==> src/shared/refladder_pkg.sv <==
package refladder_pkg;

  // register indices as printed; byte address is four times the index
  localparam logic [7:0] COMPARATOR_CONTROL_IDX = 8'h9c;
  localparam logic [7:0] REFERENCE_CONTROL_IDX = 8'h9d;
  localparam logic [11:0] COMPARATOR_CONTROL_ADDR = {2'h0, COMPARATOR_CONTROL_IDX, 2'h0};
  localparam logic [11:0] REFERENCE_CONTROL_ADDR = {2'h0, REFERENCE_CONTROL_IDX, 2'h0};
  localparam int ADDR_W = 12;

  localparam logic [7:0] COMPARATOR_CONTROL_RST = 8'h07;
  localparam logic [7:0] REFERENCE_CONTROL_RST = 8'h00;

  // reference_control fields
  localparam int REF_POWER_ON_BIT = 7;
  localparam int REF_PIN_DRIVE_BIT = 6;
  localparam int REF_RANGE_SEL_BIT = 5;
  localparam int REF_UNUSED_BIT = 4;
  localparam int REF_TAP_MSB = 3;
  localparam int REF_TAP_LSB = 0;
  localparam logic [7:0] REF_WRITE_MASK = 8'hef;

  // comparator_control fields
  localparam int CMP_OUT_MSB = 7;
  localparam int CMP_OUT_LSB = 6;
  localparam logic [7:0] CMP_WRITE_MASK = 8'h3f;
  localparam logic [2:0] MODE_INTERNAL_REF = 3'h6;

  // reference level expressed in 96ths of the source supply (lcm of 24 and 32)
  localparam int LADDER_TAPS = 16;
  localparam logic [7:0] LEVEL_DENOM = 8'h60;
  localparam logic [7:0] LOW_RANGE_BASE = 8'h18;
  localparam logic [7:0] WIDE_RANGE_STEP = 8'h04;
  localparam logic [7:0] LOW_RANGE_STEP = 8'h03;

  typedef struct packed {
    logic power_on;
    logic pin_drive;
    logic range_sel;
    logic unused;
    logic [3:0] tap_value;
  } ref_ctrl_s;

  typedef struct packed {
    logic [1:0] cmp_out;
    logic [1:0] invert;
    logic input_switch;
    logic [2:0] mode_sel;
  } cmp_ctrl_s;

  typedef struct packed {
    logic power;
    logic [LADDER_TAPS-1:0] tap_sel;
    logic [7:0] level_frac96;
  } ladder_s;

endpackage : refladder_pkg

==> src/rtl/tap_decoder.sv <==
`timescale 1ns/10ps
`default_nettype none
module tap_decoder
  import refladder_pkg::*;
(
  input wire ref_ctrl_s ctrl,
  output ladder_s ladder
);

  function automatic logic [LADDER_TAPS-1:0] onehot_tap(input logic [3:0] tap);
    onehot_tap = '0;
    onehot_tap[tap] = 1'b1;
  endfunction : onehot_tap

  function automatic logic [7:0] level96(input logic wide, input logic [3:0] tap);
    if (wide) begin
      level96 = 8'(WIDE_RANGE_STEP * {4'h0, tap});
    end else begin
      level96 = 8'(LOW_RANGE_BASE + LOW_RANGE_STEP * {4'h0, tap});
    end
  endfunction : level96

  always_comb begin
    ladder.power = ctrl.power_on;
    // unpowered ladder selects no tap and yields no level
    ladder.tap_sel = ctrl.power_on ? onehot_tap(ctrl.tap_value) : '0;
    ladder.level_frac96 = ctrl.power_on ? level96(ctrl.range_sel, ctrl.tap_value) : 8'h00;
  end

endmodule : tap_decoder
`default_nettype wire

==> src/rtl/comparator_reference_ladder_control.sv <==
// Operation
// - the comparators get a reference from the sixteen-tap ladder when the mode field is 110.
// - with range select 1 the level is tap/24 of the source supply, from 0 to 0.625.
// - with range select 0 the level is 1/4 plus tap/32 of the source, from 0.25 to 0.71875.
// - the ladder is powered down while the power enable bit is clear.
// - with the output enable bit set the reference is routed to the shared analog pin.
// - power enable is bit 7, pin drive bit 6, range select bit 5, tap value bits 3 to 0.
// - every reset clears the reference register; bit 4 reads zero and ignores writes.
// - in internal-reference mode the reference feeds the non-inverting input of both comparators.
//
// Our own choice: register access over APB.
`timescale 1ns/10ps
`default_nettype none
module comparator_reference_ladder_control
  import refladder_pkg::*;
(
  input wire logic pclk,
  input wire logic presetn,
  input wire logic psel,
  input wire logic penable,
  input wire logic pwrite,
  input wire logic [ADDR_W-1:0] paddr,
  input wire logic [31:0] pwdata,
  input wire logic [3:0] pstrb,
  output logic [31:0] prdata,
  output logic pready,
  output logic pslverr,
  input wire logic [1:0] comparator_out,
  output logic ref_ladder_power,
  output logic [LADDER_TAPS-1:0] ladder_tap_sel,
  output logic [7:0] ref_output_level,
  output logic ref_pin_route,
  output logic [1:0] vin_plus_internal,
  output logic [2:0] comparator_mode_sel
);

  ref_ctrl_s ref_q, ref_d;
  cmp_ctrl_s cmp_q, cmp_d;
  ladder_s ladder_q, ladder_d;
  logic pin_q, pin_d;
  logic [1:0] vinp_q, vinp_d;
  logic [31:0] rdata_q, rdata_d;
  logic rdy_q, rdy_d;
  logic err_q, err_d;
  logic [1:0] cmp_sync1_q, cmp_sync2_q;
  logic setup, wr_fire, hit_ref, hit_cmp;

  // comparator outputs are asynchronous to pclk
  always_ff @(posedge pclk or negedge presetn) begin
    if (!presetn) begin
      cmp_sync1_q <= 2'b00;
      cmp_sync2_q <= 2'b00;
    end else begin
      cmp_sync1_q <= comparator_out;
      cmp_sync2_q <= cmp_sync1_q;
    end
  end

  assign setup = psel && !penable;
  assign hit_ref = paddr == REFERENCE_CONTROL_ADDR;
  assign hit_cmp = paddr == COMPARATOR_CONTROL_ADDR;
  // no wait state: answer in the first access cycle, write lands at that edge
  assign wr_fire = psel && penable && rdy_q && pwrite && pstrb[0] && !err_q;

  always_comb begin
    ref_d = ref_q;
    cmp_d = cmp_q;
    cmp_d.cmp_out = cmp_sync2_q;
    if (wr_fire && hit_ref) begin
      ref_d = ref_ctrl_s'(pwdata[7:0] & REF_WRITE_MASK);
    end
    if (wr_fire && hit_cmp) begin
      cmp_d = cmp_ctrl_s'({cmp_sync2_q, pwdata[5:0]});
    end
  end

  always_ff @(posedge pclk or negedge presetn) begin
    if (!presetn) begin
      ref_q <= ref_ctrl_s'(REFERENCE_CONTROL_RST);
      cmp_q <= cmp_ctrl_s'(COMPARATOR_CONTROL_RST);
    end else begin
      ref_q <= ref_d;
      cmp_q <= cmp_d;
    end
  end

  // decoding from the next value keeps outputs in step with the register
  tap_decoder u_dec (
    .ctrl(ref_d),
    .ladder(ladder_d)
  );

  always_comb begin
    pin_d = ref_d.pin_drive;
    // both comparators share the one internal reference
    vinp_d = (cmp_d.mode_sel == MODE_INTERNAL_REF) ? 2'b11 : 2'b00;
  end

  always_ff @(posedge pclk or negedge presetn) begin
    if (!presetn) begin
      ladder_q <= '0;
      pin_q <= 1'b0;
      vinp_q <= 2'b00;
    end else begin
      ladder_q <= ladder_d;
      pin_q <= pin_d;
      vinp_q <= vinp_d;
    end
  end

  always_comb begin
    rdy_d = setup;
    // registered so pslverr stands exactly in the access cycle, like pready
    err_d = setup && !(hit_ref || hit_cmp);
    rdata_d = rdata_q;
    if (setup) begin
      rdata_d = 32'h0000_0000;
      if (!pwrite && hit_ref) begin
        rdata_d = {24'h000000, ref_q};
      end
      if (!pwrite && hit_cmp) begin
        rdata_d = {24'h000000, cmp_sync2_q, cmp_q[5:0]};
      end
    end
  end

  always_ff @(posedge pclk or negedge presetn) begin
    if (!presetn) begin
      rdy_q <= 1'b0;
      err_q <= 1'b0;
      rdata_q <= 32'h0000_0000;
    end else begin
      rdy_q <= rdy_d;
      err_q <= err_d;
      rdata_q <= rdata_d;
    end
  end

  assign prdata = rdata_q;
  assign pready = rdy_q;
  assign pslverr = err_q;
  assign ref_ladder_power = ladder_q.power;
  assign ladder_tap_sel = ladder_q.tap_sel;
  assign ref_output_level = ladder_q.level_frac96;
  assign ref_pin_route = pin_q;
  assign vin_plus_internal = vinp_q;
  assign comparator_mode_sel = cmp_q.mode_sel;
endmodule : comparator_reference_ladder_control
`default_nettype wire

==> config.mk <==
export PLATFORM = sky130hd
export DESIGN_NAME = comparator_reference_ladder_control
export DESIGN_NICKNAME = d
export VERILOG_FILES = /design/src/shared/refladder_pkg.sv /design/src/rtl/tap_decoder.sv /design/src/rtl/comparator_reference_ladder_control.sv
export SDC_FILE = /design/constraint.sdc
export NUM_CORES = 1
export LEC_CHECK = 0
export ABC_AREA = 1
export BUFFER_PORTS_ARGS = -buffer_cell sky130_fd_sc_hd__buf_2
export CAP_MARGIN = 5
export CORE_ASPECT_RATIO = 0.9
export CORE_MARGIN = 1.5
export CORE_UTILIZATION = 40
export CTS_CLUSTER_SIZE = 12
export DETAILED_ROUTE_END_ITERATION = 12
export HOLD_SLACK_MARGIN = 0.08
export PLACE_DENSITY = 0.74
export SLEW_MARGIN = 25
export SYNTH_ARGS = -nofsm -noshare
export SYNTH_HDL_FRONTEND = slang
export SYNTH_SLANG_ARGS = --single-unit
==> constraint.sdc <==
create_clock -name pclk -period 6.9 [get_ports pclk]
set_input_delay 0.69 -clock pclk [delete_from_list [all_inputs] [get_ports pclk]]
set_output_delay 0.69 -clock pclk [all_outputs]
set_load 0.05 [all_outputs]
Yosys cells after proc, flatten, opt, wreduce, memory -nomap -nowiden --
Cells that the tools add are included. Widths: inputs -> output; s select.
Storage, ports and cells: bits in registers 77, bits of input ports 55, output and inout port bits 65, word-level logic and storage cells 49
Cells by class: $add $sub $neg 1, multipliers 1, $lt $le $gt $ge 2, equal/unequal tests 3, muxes and demuxes 10, reductions and logical operators 17
Operators by type and width (count):
- $mux 8 | 4
- $eq 12x10->1 const B | 2
- $mux 16 | 1
- $logic_and 1x1->1 | 12
- $add 5x6->7 const A | 1
- $mux 7 | 1
- $mul 2x4->6 const A | 1
- $lt 4x5->1 const B | 1
- $demux 1 s4 | 1
- $ge 4x1->1 const B | 1
- $logic_not 1->1 | 4
- $eq 3x3->1 const B | 1
- $mux 3 | 1
- $mux 2 | 1
- $logic_or 1x1->1 | 1
- $mux 1 | 1

Logic depth before layout (Yosys ltp) --
Gate-level depths: netlist of the first run.
depth after elaboration 12, depth in mapped cells 16, mapped depth without buffers 15

Hierarchy --
Synthesis of the first run repeated with hierarchy kept, for this count alone.
Unflattened totals: cells, all modules 275, area, all modules 2641.3 sq um
By module, submodules not included:
- comparator_reference_ladder_control | times used 1, cells an instance 207, area an instance 2207.1 sq um, seq. area each 1355.0 sq um
- tap_decoder | times used 1, cells an instance 68, area an instance 434.2 sq um, seq. area each 0.0 sq um

Worst setup path before layout of the first run --
Ideal clock, no wire load.
kind input-to-reg, start input port paddr[9], end register ladder_q (netlist bit ref_output_level[4]), library setup time 120 ps, arrival time 2981 ps, required time 6780 ps, slack 3799 ps, cell stages on the path 15, path buffers 1, cell sequence inv_1 > nor2_1 > nand2_1 > nor2_4 > nand3_1 > buf_2 > o21ai_0 > inv_1 > ha_1 > ha_1 > inv_1 > fa_1 > xor2_1 > o21ai_0 > nor2_1
RTL lines:
- start: declaration | line comparator_reference_ladder_control.sv:22 | input wire logic [ADDR_W-1:0] paddr,
- end signal: assignment | line comparator_reference_ladder_control.sv:105 | ladder_q <= ladder_d;
- end: declaration | line comparator_reference_ladder_control.sv:39 | ladder_s ladder_q, ladder_d;

==> results.toml, run 1 <==
[synthesis]
synth_fa_ha_area_frac = 0.0752
yosysWarningCount = 0
synth_top_cells_by_area = "sky130_fd_sc_hd__dfrtp_1 51%, sky130_fd_sc_hd__buf_4 9.2%, sky130_fd_sc_hd__nand2_1 6.7%"
yosys.cell_count.top_type = "sky130_fd_sc_hd__dfrtp_1"
synth-xor-area-share = 0.00371
postSynthRegisterBits = 51
combinational_family_with_the_most_area_after_synthesis = "simple AND/OR/NAND/NOR gates"
synthFlopType = "sky130_fd_sc_hd__dfrtp_1"
synth_compound_gate_area_share = 0.0513
synth.mux.area_fraction = 0.0143
syn_area_um2 = 2360
yosys.area.top_type = "sky130_fd_sc_hd__dfrtp_1"
synth_simple_gate_area_share = 0.167
postSynth.asyncResetShare = 1.00
syn-mean-instance-area_um2 = 9.57
synth_cell_type_count = 25
yosys.area.top_type_share = 0.508
seq_area_frac_synth = 0.542
synth_enable_flop_cells = 0
synth.cells.most_frequent = "48 x sky130_fd_sc_hd__dfrtp_1, 42 x sky130_fd_sc_hd__nand2_1, 39 x sky130_fd_sc_hd__nor2_1"
synthesized_instance_count = 247

[worst_setup_path]
timing.critical_path.slowest_stage_cell = "sky130_fd_sc_hd__o21ai_0"
r2r_slack_ns = 3.57
timing.critical_path.fanout_max = 13
ff2ff_path_depth = 13
worstSetupEndpointType = "register"
worst_path_largest_cell_delay_ns = 0.58
critPathArrivalTime_ns = 3.66
worstSetupPathType = "input pin to register"
cp_cell_sequence = "buf_2 > nor2_1 > nand2_1 > nor2_4 > nand3_1 > o21ai_0 > inv_1 > ha_1 > ha_1 > inv_1 > fa_1 > xor2_1 > o21ai_0 > nor2_1"
timing.critical_path.from_type = "input pin"
worst-endpoint-required_ns = 7.09

[floorplan]
initial_core_util = 0.415
cell_rows = 26
floorplan.die.width_um = 84.0
top_level_ports = 120
die-height_um = 75.9
floorplan.core_area_um2 = 5690
design.die.area_um2 = 6380

[clocking]
postCtsResizedCells = 0
worst_setup_hold_path_clk_slew_ns = 0.08
cts_root_buffer = "sky130_fd_sc_hd__clkbuf_8"
number_of_hold_repair_buffers_added_at_the_cts_stage = 0
cts_inserted_buffers = 5
cts_tree = "built"
max-clock-path-buffers = 2
cts_max_level = 2
clock_sink_count = 51
postCtsSetupRepairBufs = 0
clk-insertion-delay-late_ns = 0.30

[placed_design]
pre_cts_slack_ns = 3.11
hpwlAfterDp_mm = 3.36
gp_routability_congestion = 0.819
dpl_cell_area_um2 = 2650
port_buffers = 67
place_inst = 377

[min_path]
timing.hold.worst_path_depth = 0
worst_hold_path_type = "register to register"

[sta]
layout_worst_path_cycle_share = 0.503
finalHoldViolCount = 0
maxSlewViolCount = 0
post-route-worst-setup-slack_ns = 3.43
fin_crit_ns = 3.47
setup_violations = 0
worst_pin_slew_ns = 0.971
fin_setup_tns_ns = 0
timing.clock.skew_ns = 0.0106
maxSlewHeadroom = 0.350
rsz_0062_raised_after_global_routing = "false"
max_freq_mhz = 288

[power]
leakage_nw = 1.53
largest_vdd_supply_drop_mv = 0.0992
power_density_nw_per_um2 = 195

[finish]
area_growth_pct = 15.9
final_layout_size_suffix_gt1_frac = 0.263
multiInputGateArea_um2 = 831
layout.cell_area.non_filler_um2 = 2740
finalNonFillerCells = 385
area_taken_by_flip_flops_and_latches_um2 = 1280
post_layout_net_count = 382
fillers = 540
n_antenna_cell = 0

[route]
route.detailed.vias_per_inst = 4.43
routedWlPerCell_um = 11.6
remaining_antenna_violation_count_after_routing = 0
drt_wl_total_mm = 4.45
post-route-drc-count = 0
drt_iter0_drc = 92
total_number_of_vias = 1706
first_pass_iters = 6

[global_route]
grt_start_max_net_pins = 52
gr-usage-all-layers = 0.149
globalRouteOverflowTotal = 0
grt_first_pass_wirelength_mm = 7.69
grt_pass1_vias = 1632
antenna_found_initial = 0

[outcome]
result_of_the_run = "finished, final reports clean"

[run]
maxCapViolations = 0
==> critical path, delay by kind of cell <==
kind | cells | cell delay [ns]
buf+inv | 3 | 0.34
xor+xnor | 1 | 0.17
compound gates | 2 | 0.74
fa+ha+maj | 3 | 0.89
simple gates | 5 | 0.80
==> power by group <==
| part | switching, W | internal [W] |
|---|---|---|
| combinational | 0.0000537 | 0.0000100 |
| clock | 0.0000951 | 0.0000717 |
| sequential | 0.00000160 | 0.000302 |
| total | 0.000150 | 0.000384 |
==> sequential cells by signal, indices dropped and copies added, names as in the netlist <==
register and count:
cmp_q 3, cmp_sync1_q 2, cmp_sync2_q 2, comparator_mode_sel 3, ladder_tap_sel 16, prdata 8
pready 1, pslverr 1, ref_ladder_power 1, ref_output_level 7, ref_pin_route 1, ref_q 5
vin_plus_internal 1
==> layer usage <==
metal	GRT usage	part of all wire	wire length, um	up-vias
met5	0	0	0	-
met4	0.0344	0.0070	31	0
met3	0.0392	0.053	235	6
met2	0.234	0.48	2120	49
met1	0.209	0.46	2060	804
li1	-	-	-	847
==> final timing paths <==
| path | startpoint | end |
|---|---|---|
| setup / recovery | paddr[8] | ref_output_level[4] |
| hold / removal | cmp_sync1_q[1] | cmp_sync2_q[1] |
| setup reg to reg | pslverr | ref_output_level[4] |
| hold reg to reg | cmp_sync1_q[1] | cmp_sync2_q[1] |
| max in group asynchronous | presetn | ref_ladder_power |
| min in group asynchronous | presetn | prdata[4] |
==> through the flow <==
step	util	total power [W]	hold slack [ns]
after floorplan	-	0.000367	0.331
after global placement	0.465	0.000373	0.334
after detailed placement	0.466	0.000374	0.339
after CTS	0.481	0.000542	0.360
after global routing	0.481	0.000560	0.366
final	0.481	0.000535	0.357
==> cell type report <==
cell class / instances / area share
well taps: 70 / 0.0320
multi-input cells: 158 / 0.303
flip-flops and latches: 51 / 0.467
inverters: 31 / 0.0425
repair buffers: 67 / 0.123
clock inverters: 2 / 0.00503
clock buffers: 6 / 0.0265
==> logic make-up (layout without fill, tap and decap cells) <==
family	Yosys count	count (layout)
buf+inv	62	106
fa+ha+maj	13	13
xor+xnor	1	1
flops	51	51
mux	3	3
compound gates	19	19
simple gates	97	97
other cells	1	25
==> layout by cell type, fill, tap and decap left out <==
master,Yosys,routed
sky130_fd_sc_hd__dfstp_2,3,3
sky130_fd_sc_hd__clkbuf_1,1,1
sky130_fd_sc_hd__clkinv_2,0,1
sky130_fd_sc_hd__buf_4,29,1
sky130_fd_sc_hd__and3_1,1,1
sky130_fd_sc_hd__o21ai_4,1,1
sky130_fd_sc_hd__clkbuf_8,0,5
sky130_fd_sc_hd__inv_1,31,31
sky130_fd_sc_hd__nand4_1,3,3
sky130_fd_sc_hd__a31o_2,1,1
sky130_fd_sc_hd__o211ai_1,3,3
sky130_fd_sc_hd__a31oi_1,3,3
sky130_fd_sc_hd__nor3_1,1,1
sky130_fd_sc_hd__a21oi_1,1,1
sky130_fd_sc_hd__o21ai_1,2,2
sky130_fd_sc_hd__conb_1,1,25
sky130_fd_sc_hd__o21ai_0,8,8
sky130_fd_sc_hd__clkinv_4,0,1
sky130_fd_sc_hd__nand2_1,42,42
sky130_fd_sc_hd__nor2_1,39,39
sky130_fd_sc_hd__nand3_1,10,10
sky130_fd_sc_hd__ha_1,11,11
sky130_fd_sc_hd__xor2_1,1,1
sky130_fd_sc_hd__mux2_2,3,3
sky130_fd_sc_hd__buf_2,1,66
sky130_fd_sc_hd__fa_1,2,2
sky130_fd_sc_hd__nor2_4,1,1
sky130_fd_sc_hd__dfrtp_1,48,48
No activity file was read; power rests on OpenSTA's default activity.
==> run 2, diff against run 1 <==
Clock period 6.9 ns to 3.25 ns, I/O delays scaled along.
==> run 2 against run 1 <==
Critical path depth stayed put. Power is 120% higher. Clock skew is 0.0032 ns lower. Global-route usage is 0.55 points higher. First-iteration DRC count is 30% higher. Critical path type is now register to register.
==> results.toml, run 2 (synthesized netlist as in run 1, its figures left out) <==
[min_path]
worst_hold_path_type = "input pin to register"
timing.hold.worst_path_depth = 1

[worst_setup_path]
critPathCapture = "ref_output_level[4]"
cp_cell_sequence = "nand2_1 > inv_1 > nand2_1 > nor2_1 > nand3_1 > o21ai_0 > inv_1 > ha_1 > ha_1 > inv_1 > fa_1 > xor2_1 > o21ai_0 > nor2_1"
r2r_slack_ns = 0.34
timing.critical_path.slowest_stage_cell = "sky130_fd_sc_hd__fa_1"
r2r-start = "pready"
worst_path_largest_cell_delay_ns = 0.41
crit_buf_inv = 3
worstSetupEndpointType = "register"
timing.critical_path.from_type = "register"
worst_path_dominant_cell_family = "adder cells"
critPathArrivalTime_ns = 3.10
worst-endpoint-required_ns = 3.44
worstSetupPathType = "register to register"
ff2ff_path_depth = 14
timing.critical_path.fanout_max = 8
cp-startpoint = "pready"
timing.critical_path.mode_cell = "sky130_fd_sc_hd__inv_1"
depth_of_the_critical_timing_path_with_buffers_and_inverters_included = 14
critical_path.reg2reg.endpoint = "ref_output_level[4]"

[route]
drt_iter0_drc = 120
route.detailed.vias_per_inst = 4.44
post-route-drc-count = 0
drt_wl_total_mm = 4.56
first_pass_iters = 4
total_number_of_vias = 1735
routedWlPerCell_um = 11.7
remaining_antenna_violation_count_after_routing = 0

[clocking]
cts_max_level = 2
max-clock-path-buffers = 2
cts_root_buffer = "sky130_fd_sc_hd__clkbuf_8"
postCtsResizedCells = 0
postCtsSetupRepairBufs = 0
cts_inserted_buffers = 5
worst_setup_hold_path_clk_slew_ns = 0.09
clk-insertion-delay-late_ns = 0.30
cts_tree = "built"
clock_sink_count = 51

[global_route]
grt_start_max_net_pins = 52
gr-usage-all-layers = 0.155
antenna_found_initial = 0
grt_pass1_vias = 1731
globalRouteOverflowTotal = 0
grt_first_pass_wirelength_mm = 7.89

[power]
leakage_nw = 1.56
power_density_nw_per_um2 = 416
power.switching_w = 0.000325
largest_vdd_supply_drop_mv = 0.212
p_int_w = 0.000839
pwr-share-clk = 0.328
p_seq_frac = 0.555
combPwrFrac = 0.117
switching_share = 0.279

[finish]
most-common-layout-cells = "66 x sky130_fd_sc_hd__buf_2, 48 x sky130_fd_sc_hd__dfrtp_1, 42 x sky130_fd_sc_hd__nand2_1"
mostFrequentLayoutCell = "sky130_fd_sc_hd__buf_2"
final_layout_size_suffix_gt1_frac = 0.277
post-route-util = 0.492
fillers = 541
post_layout_net_count = 388
largest_reg_flops = 16
n_antenna_cell = 0
area_growth_pct = 18.4

[sta]
max_freq_mhz = 343
maxSlewViolCount = 0
setup_violations = 0
rsz_0062_raised_after_global_routing = "false"
timing.clock.skew_ns = 0.00740
worst_pin_slew_ns = 0.610
maxSlewHeadroom = 0.593
fin_crit_ns = 2.91
layout_worst_path_cycle_share = 0.897
finalHoldViolCount = 0
finalHoldWorstSlack_ns = 0.124
fin_setup_tns_ns = 0

[run]
maxCapViolations = 0

[floorplan]
floorplan.die.width_um = 84.0
die-height_um = 75.9
top_level_ports = 120
cell_rows = 26
floorplan.core_area_um2 = 5690
initial_core_util = 0.415
design.die.area_um2 = 6380

[outcome]
result_of_the_run = "finished, final reports clean"

[placed_design]
port_buffers = 67
gp_routability_congestion = 0.821
hpwlAfterDp_mm = 3.49
-- run 2: cell types whose count changed in the layout (fill, tap and decap cells not counted), sizes merged --
| cell | previous run | this run |
|---|---|---|
| buf | 67 | 72 |
| clkinv | 2 | 1 |
| clkinvlp | 0 | 1 |
| dlygate4sd3 | 0 | 1 |
-- run 2: worst reg2reg max path: stages, from the launching register on --
cell and delay [ns]:
sky130_fd_sc_hd__dfrtp_1 0.35, sky130_fd_sc_hd__nand2_1 0.05, sky130_fd_sc_hd__inv_1 0.05, sky130_fd_sc_hd__nand2_1 0.05
sky130_fd_sc_hd__nor2_1 0.17, sky130_fd_sc_hd__nand3_1 0.27, sky130_fd_sc_hd__o21ai_0 0.30, sky130_fd_sc_hd__inv_1 0.15
sky130_fd_sc_hd__ha_1 0.32, sky130_fd_sc_hd__ha_1 0.19, sky130_fd_sc_hd__inv_1 0.07, sky130_fd_sc_hd__fa_1 0.41
sky130_fd_sc_hd__xor2_1 0.18, sky130_fd_sc_hd__o21ai_0 0.19, sky130_fd_sc_hd__nor2_1 0.08
-- run 2: stage by stage --
| stage | cell area, um^2 | total power (W) | std cells | worst slack [ns] |
|---|---|---|---|---|
| 2_1_floorplan | 2450 | 0.000779 | 271 | 0.197 |
| 3_3_place_gp | 2690 | 0.000793 | 382 | 0.384 |
| 5_1_grt | 2800 | 0.00122 | 391 | 0.00962 |
| 3_5_place_dp | 2690 | 0.000795 | 382 | 0.323 |
| 4_1_cts | 2800 | 0.00118 | 391 | 0.305 |
| 6_report | 2800 | 0.00116 | 391 | 0.336 |
-- run 2: area by class of cell --
type	instances	area, um^2	area share
tap	70	87.6	0.0313
clock inverter	2	16.3	0.00581
timing repair buffer	73	385	0.138
inverter	31	116	0.0416
sequential	51	1280	0.457
clock buffer	6	82.6	0.0295
multi-input combinational	158	831	0.297
-- run 2: layer usage --
layer / vias up / track usage / routed length [um]
li1: 859 / - / -
met5: - / 0 / 0
met1: 820 / 0.195 / 1960
met2: 47 / 0.262 / 2270
met3: 9 / 0.0425 / 257
met4: 0 / 0.0443 / 66
-- run 2: worst min-delay path by stage --
stage,end,startpoint
floorplan,cmp_q[3],presetn
finish,cmp_sync1_q[0],comparator_out[0]
global placement,cmp_sync2_q[1],cmp_sync1_q[1]
CTS,cmp_sync1_q[0],comparator_out[0]
global route,cmp_sync1_q[1],comparator_out[1]
detailed placement,cmp_sync2_q[1],cmp_sync1_q[1]
-- run 2: power by group through the flow --
stage                     Combinational (W)  Sequential (W)  Clock (W)
after detailed placement           0.000137        0.000658          0
after global placement             0.000134        0.000658          0
final                              0.000136        0.000646   0.000382
after CTS                          0.000138        0.000646   0.000399
after global routing               0.000146        0.000647   0.000424
after floorplan                    0.000101        0.000678          0
-- run 2: timing repair --
action | 4_1_cts | 5_1_grt
hold buffers | 1 | 0
hold endpoints to repair | 48 | 0
setup endpoints to repair | 0 | 0
==> run 3, diff against run 2 <==
Settings changed: CAP_MARGIN 5 to unset.
Clock period 3.25 ns to 3 ns, I/O delays scaled along.
==> run 3 against run 2 <==
Clock power is 7.6% higher. Global-route usage up 0.16 points. Core utilization rose by 0.75 points. Design area up 1.5%. Clock-buffer cell count rose by 1. Power grew 8.4%. First-iteration DRC count down 19%. Maximum frequency grew 8.9%.
==> results.toml, run 3 (synthesized netlist as in run 1, its figures left out) <==
[route]
drt_iter0_drc = 97
remaining_antenna_violation_count_after_routing = 0
post-route-drc-count = 0
drt_wl_total_mm = 4.68
route.detailed.vias_per_inst = 4.37
first_pass_iters = 4
routedWlPerCell_um = 11.8
total_number_of_vias = 1731

[floorplan]
die-height_um = 75.9
floorplan.die.width_um = 84.0
cell_rows = 26
initial_core_util = 0.415
top_level_ports = 120
design.die.area_um2 = 6380
floorplan.core_area_um2 = 5690

[worst_setup_path]
timing.critical_path.fanout_max = 5
worst-endpoint-required_ns = 3.19
critPathArrivalTime_ns = 2.87
timing.critical_path.from_type = "register"
worstSetupPathType = "register to register"
worstSetupEndpointType = "register"
cp_cell_sequence = "nand2_1 > inv_1 > nand2_1 > nor2_1 > nand3_2 > buf_4 > nand2_1 > o21ai_1 > inv_1 > ha_1 > ha_1 > inv_1 > fa_1 > xor2_1 > o21ai_0 > nor2_1"
worst_path_largest_cell_delay_ns = 0.39
cp-startpoint = "pready"
r2r-start = "pready"
timing.critical_path.slowest_stage_cell = "sky130_fd_sc_hd__fa_1"

[finish]
final_layout_size_suffix_gt1_frac = 0.285
largest_reg_flops = 16
most-common-layout-cells = "67 x sky130_fd_sc_hd__buf_2, 47 x sky130_fd_sc_hd__dfrtp_1, 42 x sky130_fd_sc_hd__nand2_1"
post_layout_net_count = 393
mostFrequentLayoutCell = "sky130_fd_sc_hd__buf_2"
n_antenna_cell = 0
area_growth_pct = 20.2

[clocking]
clock_sink_count = 51
cts_root_buffer = "sky130_fd_sc_hd__clkbuf_8"
max-clock-path-buffers = 2
cts_max_level = 2
cts_inserted_buffers = 5
clk-insertion-delay-late_ns = 0.30
worst_setup_hold_path_clk_slew_ns = 0.09
cts_tree = "built"

[power]
largest_vdd_supply_drop_mv = 0.198
switching_share = 0.276
power.switching_w = 0.000348
combPwrFrac = 0.120
p_int_w = 0.000913
finalPower_w = 0.00126
leakage_nw = 1.59
p_seq_frac = 0.554
pwr-share-clk = 0.326
power_density_nw_per_um2 = 444

[sta]
post-route-worst-setup-slack_ns = 0.324
maxSlewViolCount = 0
max_freq_mhz = 374
rsz_0062_raised_after_global_routing = "false"
worst_pin_slew_ns = 0.602
finalHoldViolCount = 0
finalHoldWorstSlack_ns = 0.222
timing.clock.skew_ns = 0.00995
maxSlewHeadroom = 0.599
layout_worst_path_cycle_share = 0.892
fin_setup_tns_ns = 0
setup_violations = 0
fin_crit_ns = 2.68

[min_path]
timing.hold.worst.start = "pwdata[4]"
worst_hold_path_type = "input pin to register"

[global_route]
antenna_found_initial = 0
globalRouteOverflowTotal = 0
grt_first_pass_wirelength_mm = 7.93
grt_pass1_vias = 1681
gr-usage-all-layers = 0.156
grt_start_max_net_pins = 27

[outcome]
result_of_the_run = "finished, final reports clean"

[placed_design]
hpwlAfterDp_mm = 3.58
port_buffers = 67
gp_routability_congestion = 0.789
pre_cts_slack_ns = 0.125

[run]
maxCapViolations = 0
-- run 3: area by class of cell --
type	instances	area, um^2
fill	503	2850
sequential	51	1280
multi-input combinational	158	836
timing repair buffer	78	425
inverter	31	116
tap	70	87.6
clock buffer	7	86.3
clock inverter	1	8.76
-- run 3: metrics by stage --
step	cell area [um^2]	utilization	cells
final	2840	0.499	396
after global placement	2700	0.475	384
after detailed placement	2700	0.475	384
after floorplan	2450	-	271
after global routing	2840	0.499	396
after CTS	2810	0.493	393
-- run 3: power groups by stage --
stage / Clock, W / Combinational, W / Sequential, W
3_5_place_dp: 0 / 0.000149 / 0.000713
5_1_grt: 0.000453 / 0.000162 / 0.000701
2_1_floorplan: 0 / 0.000109 / 0.000735
4_1_cts: 0.000424 / 0.000150 / 0.000700
3_3_place_gp: 0 / 0.000147 / 0.000713
6_report: 0.000411 / 0.000151 / 0.000699
-- run 3: worst paths after layout --
check | to | slack [ns] | cells past startpoint
max | ref_output_level[4] | 0.32 | 16
min | cmp_q[4] | 0.22 | 2
max reg2reg | ref_output_level[4] | 0.32 | 16
min reg2reg | cmp_sync2_q[0] | 0.36 | 0
max in group asynchronous | cmp_sync2_q[1] | 1.72 | 3
min in group asynchronous | ladder_tap_sel[3] | 0.52 | 2
-- run 3: routing by layer --
metal	vias to the layer above	track usage	wire length (um)
met1	800	0.205	2000
met2	58	0.254	2330
met4	0	0.0475	48
met3	8	0.0414	288
met5	-	0	0
li1	865	-	-
-- run 3: what timing repair did --
item	CTS	global route
hold buffers	1	2
endpoints found under the setup margin	0	4
gates resized for setup	0	2
buffers inserted	0	1
endpoints found under the hold margin	22	2
-- run 3: worst max-delay path: cells and delay by family (launching register included) --
family | cells | cell delay (ns)
compound gates | 2 | 0.26
simple gates | 6 | 0.56
xor+xnor | 1 | 0.18
buf+inv | 4 | 0.42
flops | 1 | 0.36
fa+ha+maj | 3 | 0.77
